[config.mk]
export PLATFORM = sky130hd
export DESIGN_NAME = ebp_port
export DESIGN_NICKNAME = d
export VERILOG_FILES = /design/src/ebp_pkg.sv /design/src/ebp_port.sv
export SDC_FILE = /design/constraint.sdc
export NUM_CORES = 1
export LEC_CHECK = 0
export BUFFER_PORTS_ARGS = -buffer_cell sky130_fd_sc_hd__clkbuf_2
export CAP_MARGIN = 20
export CELL_PAD_IN_SITES_DETAIL_PLACEMENT = 1
export CELL_PAD_IN_SITES_GLOBAL_PLACEMENT = 1
export CORE_MARGIN = 2
export CORE_UTILIZATION = 38
export DETAILED_ROUTE_END_ITERATION = 16
export GPL_TIMING_DRIVEN = 0
export PLACE_DENSITY_LB_ADDON = 0.1
export SLEW_MARGIN = 30
export SYNTH_ARGS = -nofsm -noshare
export SYNTH_HDL_FRONTEND = slang
export SYNTH_SLANG_ARGS = --single-unit
export TNS_END_PERCENT = 5
[constraint.sdc]
create_clock -name core_clk_in -period 4.1 [get_ports core_clk_in]
set_clock_uncertainty 0.1 [all_clocks]
set_input_delay 0.41 -clock core_clk_in [delete_from_list [all_inputs] [get_ports core_clk_in]]
set_output_delay 0.41 -clock core_clk_in [all_outputs]
set_load 0.05 [all_outputs]
[src/ebp_pkg.sv]
// Package for the eight-bit port with peripheral overrides.
package ebp_pkg;

   // Register byte addresses on the APB bus.
   localparam logic [7:0] EBP_PIN_LEVEL_OFS  = 8'h00;
   localparam logic [7:0] EBP_LATCH_OFS      = 8'h04;
   localparam logic [7:0] EBP_DIR_OFS        = 8'h08;
   localparam logic [7:0] EBP_CONV_CFG_OFS   = 8'h0C;
   localparam logic [7:0] EBP_MEM_CTRL_OFS   = 8'h10;
   localparam logic [7:0] EBP_PIN_CFG_OFS    = 8'h14;

   // Field positions.
   localparam int EBP_EXT_BUS_DIS_BIT = 7;
   localparam int EBP_REMAP_BIT       = 0;
   localparam int EBP_SHDN_TRI_BIT    = 1;
   localparam int EBP_SMALL_PKG_BIT   = 2;

   // Values after reset.
   localparam logic [7:0] EBP_LATCH_RST    = 8'h00;
   localparam logic [7:0] EBP_DIR_RST      = 8'hFF;
   localparam logic [3:0] EBP_CONV_CFG_RST = 4'h0;
   localparam logic [7:0] EBP_MEM_CTRL_RST = 8'h80;
   localparam logic [2:0] EBP_PIN_CFG_RST  = 3'h1;

   // Synchroniser depth for pin inputs.
   localparam int EBP_SYNC_STAGES = 2;

   // Pin drive bundle toward the pads.
   typedef struct packed {
      logic [7:0] dout;
      logic [7:0] oe;
   } ebp_pad_t;

   // Peripheral signals that may take over pins.
   typedef struct packed {
      logic [3:0] ext_addr;
      logic       pwm_one_out_b;
      logic       pwm_one_out_c;
      logic       pwm_three_out_b;
      logic       pwm_three_out_c;
      logic       pwm_one_shutdown;
      logic       pwm_three_shutdown;
   } ebp_periph_t;

endpackage

[src/ebp_port.sv]
// Eight-bit bidirectional port with memory and PWM overrides and converter channel selection.
`timescale 1ns/1ps
module ebp_port
   import ebp_pkg::*;
#(
   parameter int WIDTH = 8
) (
   // Clock and reset.
   input  wire logic              core_clk_in,
   input  wire logic              rst_n_in,
   // APB slave.
   input  wire logic              psel_in,
   input  wire logic              penable_in,
   input  wire logic              pwrite_in,
   input  wire logic [7:0]        paddr_in,
   input  wire logic [31:0]       pwdata_in,
   input  wire logic [3:0]        pstrb_in,
   output logic      [31:0]       prdata_out,
   output logic                   pready_out,
   output logic                   pslverr_out,
   // Peripheral functions.
   input  wire ebp_periph_t       periph_in,
   input  wire logic              parallel_slave_port_en_in,
   input  wire logic [WIDTH-1:0]  parallel_slave_port_data_in,
   // Pads.
   input  wire logic [WIDTH-1:0]  pad_in,
   output ebp_pad_t               pad_out,
   // Status toward other blocks.
   output logic [3:0]             analog_sel_out,
   output logic [3:0]             alt_port_pwm_out,
   output logic                   ext_bus_active_out
);

   logic [WIDTH-1:0] h_output_latch_ff;
   logic [WIDTH-1:0] h_direction_bits_ff;
   logic [3:0]       analog_pin_config_ff;
   logic [7:0]       memory_ctrl_reg_ff;
   logic [2:0]       pin_cfg_ff;
   logic [WIDTH-1:0] sync0_ff;
   logic [WIDTH-1:0] h_pin_level_reg_ff;
   ebp_pad_t         pad_ff;
   logic [31:0]      prdata_ff;
   logic             pready_ff;
   logic             pslverr_ff;
   logic [3:0]       analog_sel_ff;
   logic [3:0]       alt_pwm_ff;
   logic             ext_bus_ff;

   // Byte-lane merge used by the latch, direction and memory control registers.
   function automatic logic [7:0] merge_lane(input logic [7:0] old_v, input logic [7:0] new_v,
                                             input logic lane);
      merge_lane = lane ? new_v : old_v;
   endfunction

   wire logic setup_w   = psel_in && !penable_in;
   // Writes land on the access edge, when the master sees ready high, never on setup.
   wire logic access_w  = psel_in && penable_in && pready_ff;
   wire logic wr_w      = access_w && pwrite_in && pstrb_in[0];
   wire logic hit_pin_w = paddr_in == EBP_PIN_LEVEL_OFS;
   wire logic hit_lat_w = paddr_in == EBP_LATCH_OFS;
   wire logic hit_dir_w = paddr_in == EBP_DIR_OFS;
   wire logic hit_cnv_w = paddr_in == EBP_CONV_CFG_OFS;
   wire logic hit_mem_w = paddr_in == EBP_MEM_CTRL_OFS;
   wire logic hit_cfg_w = paddr_in == EBP_PIN_CFG_OFS;
   wire logic mapped_w  = hit_pin_w | hit_lat_w | hit_dir_w | hit_cnv_w | hit_mem_w | hit_cfg_w;

   wire logic [7:0] wbyte_w = pwdata_in[7:0];

   // The latch register reads back its own flops, not the pads.
   wire logic [31:0] nxt_prdata =
      hit_pin_w ? {24'h000000, h_pin_level_reg_ff} :
      hit_lat_w ? {24'h000000, h_output_latch_ff} :
      hit_dir_w ? {24'h000000, h_direction_bits_ff} :
      hit_cnv_w ? {28'h0000000, analog_pin_config_ff} :
      hit_mem_w ? {24'h000000, memory_ctrl_reg_ff} :
      hit_cfg_w ? {29'h00000000, pin_cfg_ff} : 32'h00000000;

   wire logic remap_w     = pin_cfg_ff[EBP_REMAP_BIT];
   wire logic shdn_tri_w  = pin_cfg_ff[EBP_SHDN_TRI_BIT];
   wire logic small_pkg_w = pin_cfg_ff[EBP_SMALL_PKG_BIT];

   // Small package has no address pins at all.
   wire logic nxt_ext_bus = !memory_ctrl_reg_ff[EBP_EXT_BUS_DIS_BIT]
                            && !small_pkg_w;

   // PWM sources in pin order 4..7: unit three C, three B, one C, one B.
   wire logic [3:0] pwm_src_w = {periph_in.pwm_one_out_b, periph_in.pwm_one_out_c,
                                 periph_in.pwm_three_out_b, periph_in.pwm_three_out_c};
   wire logic [3:0] pwm_shdn_w = {{2{periph_in.pwm_one_shutdown}},
                                  {2{periph_in.pwm_three_shutdown}}};

   logic [WIDTH-1:0] nxt_dout;
   logic [WIDTH-1:0] nxt_oe;

   genvar gi;
   generate
      for (gi = 0; gi < WIDTH; gi++) begin : g_pin
         // Port data, replaced by parallel slave port data when that port is enabled.
         wire logic port_d = parallel_slave_port_en_in ? parallel_slave_port_data_in[gi]
                                                       : h_output_latch_ff[gi];
         wire logic dir_out = !h_direction_bits_ff[gi];
         if (gi < 4) begin : g_low
            // Address lines win over everything and ignore direction.
            assign nxt_dout[gi] = nxt_ext_bus ? periph_in.ext_addr[gi] : port_d;
            assign nxt_oe[gi]   = nxt_ext_bus ? 1'b1 : dir_out;
         end else begin : g_high
            // Analog selection is not consulted here, so output drive still works.
            wire logic pwm_on = !remap_w;
            assign nxt_dout[gi] = pwm_on ? pwm_src_w[gi-4] : port_d;
            assign nxt_oe[gi]   = dir_out &&
                                  !(pwm_on && shdn_tri_w && pwm_shdn_w[gi-4]);
         end
      end
   endgenerate

   // When remapped the PWM channels leave on the other port's bits 6:3.
   wire logic [3:0] nxt_alt_pwm = remap_w ? pwm_src_w : 4'h0;

   // Converter config field: lower values turn more channels analog; 0 means all analog.
   wire logic [3:0] nxt_analog_sel = analog_pin_config_ff[3:2] == 2'b11 ? 4'h0 :
                                     analog_pin_config_ff[3:2] == 2'b10 ? 4'h1 :
                                     analog_pin_config_ff[3:2] == 2'b01 ? 4'h3 : 4'hF;

   always_ff @(posedge core_clk_in) begin
      if (!rst_n_in) begin
         h_output_latch_ff    <= EBP_LATCH_RST;
         h_direction_bits_ff  <= EBP_DIR_RST;
         analog_pin_config_ff <= EBP_CONV_CFG_RST;
         memory_ctrl_reg_ff   <= EBP_MEM_CTRL_RST;
         pin_cfg_ff           <= EBP_PIN_CFG_RST;
      end else if (wr_w) begin
         if (hit_lat_w || hit_pin_w) begin
            h_output_latch_ff <= merge_lane(h_output_latch_ff, wbyte_w, 1'b1);
         end
         if (hit_dir_w) begin
            h_direction_bits_ff <= merge_lane(h_direction_bits_ff, wbyte_w, 1'b1);
         end
         if (hit_cnv_w) begin
            analog_pin_config_ff <= wbyte_w[3:0];
         end
         if (hit_mem_w) begin
            memory_ctrl_reg_ff <= merge_lane(memory_ctrl_reg_ff, wbyte_w, 1'b1);
         end
         if (hit_cfg_w) begin
            pin_cfg_ff <= wbyte_w[2:0];
         end
      end
   end

   // Pads are asynchronous; two flops before anything looks at them.
   always_ff @(posedge core_clk_in) begin
      if (!rst_n_in) begin
         sync0_ff           <= '0;
         h_pin_level_reg_ff <= '0;
      end else begin
         sync0_ff           <= pad_in;
         h_pin_level_reg_ff <= sync0_ff;
      end
   end

   always_ff @(posedge core_clk_in) begin
      if (!rst_n_in) begin
         prdata_ff   <= 32'h00000000;
         pready_ff   <= 1'b0;
         pslverr_ff  <= 1'b0;
      end else begin
         pready_ff  <= setup_w;
         pslverr_ff <= setup_w && !mapped_w;
         prdata_ff  <= (setup_w && !pwrite_in) ? nxt_prdata : 32'h00000000;
      end
   end

   always_ff @(posedge core_clk_in) begin
      if (!rst_n_in) begin
         pad_ff        <= '{dout: '0, oe: '0};
         analog_sel_ff <= 4'hF;
         alt_pwm_ff    <= 4'h0;
         ext_bus_ff    <= 1'b0;
      end else begin
         pad_ff.dout   <= nxt_dout;
         pad_ff.oe     <= nxt_oe;
         analog_sel_ff <= nxt_analog_sel;
         alt_pwm_ff    <= nxt_alt_pwm;
         ext_bus_ff    <= nxt_ext_bus;
      end
   end

   assign prdata_out         = prdata_ff;
   assign pready_out         = pready_ff;
   assign pslverr_out        = pslverr_ff;
   assign pad_out            = pad_ff;
   assign analog_sel_out     = analog_sel_ff;
   assign alt_port_pwm_out   = alt_pwm_ff;
   assign ext_bus_active_out = ext_bus_ff;

endmodule

==> flow_metrics.tcl <==
set metrics [dict create \
    status "finished clean" \
    hold_viol_final 0 \
    criticalPathCategory "input port to flip-flop" \
    max_freq_mhz 451.8 \
    cts_max_path_buffers 2 \
    start_util_pct 38.84 \
    antenna_found_initial 0 \
    synth.avg_cell_area_um2 9.476 \
    core.rowCount 34 \
    port_buffers 81 \
    yosys.area_share.xor_xnor_pct 0 \
    clkSlewWorstSetupHoldPaths_ps 80 \
    synth-compound-area-share_pct 12.57 \
    wire_per_inst_um 15.89 \
    wirelength_mm 9.250 \
    synth_edf_count 0 \
    peakVddDrop_mv 0.1515 \
    holdCritPathClass "input port to flip-flop" \
    drv_cap 0 \
    ys_ff_latch 81 \
    synth_top_area_cell "dfxtp_1" \
    syn_area_mm2 0.003354 \
    syn_inst 354 \
    fin_crit_sh_pct 53.98 \
    vias_per_cell 4.960 \
    whs_endpoint "sync0_ff[0]" \
    placed_cells_incl_taps 566 \
    worstHoldStart "pad_in[0]" \
    ant_nets 0 \
    fp.dieH_um 97.96 \
    crit_fanout 9 \
    cp.required_ps 4220 \
    drc 0 \
    final_area_mm2 0.004192 \
    synthAdderAreaFrac_pct 0 \
    overflow 0 \
    grt_usage_pct 19.55 \
    reg2reg_depth 5 \
    hold_depth 2 \
    slew_violations 0 \
    io_pins 135 \
    yosys_most_used_dff "dfxtp_1" \
    hold_buffers 0 \
    dpl-instance-area_mm2 0.003981 \
    synth_warnings 0 \
    synth_simple_gate_area_share_pct 20.40 \
    ys_top_cells_by_count "81 x dfxtp_1, 33 x mux2i_1, 29 x nor2_1" \
    muxShareOfSynthArea_pct 9.847 \
    yosysUniqueCellTypes 46 \
    via_count 2887 \
    final_nets 545 \
    rr_endpoint "pin_cfg_ff[0]" \
    grt_setup_unrepaired "no" \
    cts_tree "built" \
    setup_viol 0 \
    grt_max_degree 15 \
    ff2ff_setup_slack_ps 2050 \
    ys_top_cells_by_area "dfxtp_1 48%, mux2i_1 9.8%, buf_4 5.6%" \
    startpoint "paddr_in[7]" \
    drtPass1Iterations 4 \
    seq_area_frac_synth_pct 48.34 \
    htreeDepth 3 \
    netlist.area_leader.share_pct 48.34 \
    coreArea_mm2 0.008636 \
    drive_above_1_share_pct 28.06 \
    grt_pass1_vias 2959 \
    hpwl_mm 7.070 \
    cts-resized-gates 0 \
    synth_top_family_by_area "simple AND/OR/NAND/NOR gates" \
    dieWidth_um 97.96 \
    whs_ps 163.7 \
    tightest_slew_ps 808.0 \
    die_area_mm2 0.009595 \
    async_reset_ff_share_pct 0 \
    clock_sinks 81 \
    gp_congestion 0.8581 \
    synth_most_common_cell "dfxtp_1" \
    postCtsSetupBuffers 0 \
    fin_setup_tns_ps 0 \
    cts_root_buf "clkbuf_8" \
    p_leak_uw 0.001805 \
    n_antenna_cell 0 \
    start_kind "input port" \
    insertion_delay_ps 350 \
    grt_pass1_wl_mm 14.75 \
    area_growth_pct 24.95 \
    final_cells 582 \
    max_slew_margin_pct 45.73 \
    crit_path_end_kind "flip-flop" \
    critPathArrivalTime_ps 2330 \
    cts_buffers 9 \
    min_period_ps 2213 \
    first_iter_violations 95 \
    power.density_mw_per_mm2 381.1 \
    regToRegStartpoint "pready_out" \
]
==> per-stage QoR <==
| stage | worst slack (ps) | utilization [%] | power (µW) |
|---|---|---|---|
| 6_report | 1887 | 48.54 | 1597 |
| 5_1_grt | 1780 | 48.54 | 1662 |
| 4_1_cts | 1899 | 48.46 | 1613 |
| 3_5_place_dp | 1524 | 46.10 | 1011 |
| 3_3_place_gp | 1576 | 46.10 | 1009 |
| 2_1_floorplan | 1911 | - | 958.5 |
==> state kept, by name (all words and copies together) (netlist names) <==
register              count
prdata_out                8
memory_ctrl_reg_ff        8
alt_port_pwm_out          4
ext_bus_active_out        1
h_pin_level_reg_ff        8
pslverr_out               1
pad_out                  16
h_output_latch_ff         8
pready_out                1
analog_sel_out            3
analog_pin_config_ff      4
h_direction_bits_ff       8
sync0_ff                  8
pin_cfg_ff                3
==> worst max-delay path: stages <==
cell and delay (ps):
clkbuf_2 110, or4_1 540, buf_6 170, nor4_4 740
mux2i_1 270, nand2_1 70
==> power breakdown <==
group,switching (µW),leakage (µW),total [µW],internal [µW]
clock,302,0.0000962,604,302
combinational,133,0.00105,191,58.4
sequential,3.02,0.000659,802,799
total,438,0.00180,1600,1160
==> layer usage <==
layer  part of all wire (%)  GRT usage (%)  vias up
li1                       -              -     1420
met1                     44          24.38     1387
met2                     50          34.14       66
met3                    3.9          3.364       14
met4                    1.7          6.624        0
met5                      0              0        -
==> cell type report <==
| cell class | count | area (µm²) |
|---|---|---|
| well taps | 108 | 135.1 |
| repair buffers | 81 | 405.4 |
| inverters | 6 | 22.52 |
| plain buffers | 45 | 270.3 |
| multi-input cells | 245 | 1533 |
| fillers | 1072 | 4444 |
| clock buffers | 11 | 141.4 |
| flip-flops and latches | 81 | 1622 |
| clock inverters | 5 | 62.56 |
==> how the worst max path moves through the flow <==
stage / end / slack [ps] / cells past startpoint
finish: h_direction_bits_ff[4] / 1890 / 6
floorplan: h_direction_bits_ff[0] / 1910 / 5
CTS: h_direction_bits_ff[4] / 1900 / 6
detailed placement: h_direction_bits_ff[4] / 1520 / 6
global placement: h_direction_bits_ff[1] / 1580 / 6
global route: h_direction_bits_ff[4] / 1780 / 6
==> layout by cell type, fill, tap and decap left out, types with 4 or more instances in the layout <==
cell type | Yosys | routed
a211oi_1 | 8 | 8
a21oi_1 | 23 | 23
and2_1 | 16 | 16
and3_1 | 5 | 5
buf_4 | 25 | 25
clkbuf_1 | 17 | 18
clkbuf_2 | 0 | 81
clkbuf_8 | 0 | 10
conb_1 | 1 | 24
dfxtp_1 | 81 | 81
inv_1 | 4 | 4
mux2i_1 | 33 | 33
nand2_1 | 21 | 21
nand2b_1 | 10 | 10
nand3_1 | 14 | 14
nor2_1 | 29 | 29
nor3_1 | 6 | 6
o21ai_0 | 13 | 13
o41ai_1 | 4 | 4
or2_2 | 4 | 4
==> kinds of logic after synthesis <==
family	count (synthesis)
and+or+nand+nor	123
buffers and inverters	51
DFF	81
AOI/OAI and AO/OA	65
other	1
muxes	33
No activity file was read; power rests on OpenSTA's default activity.
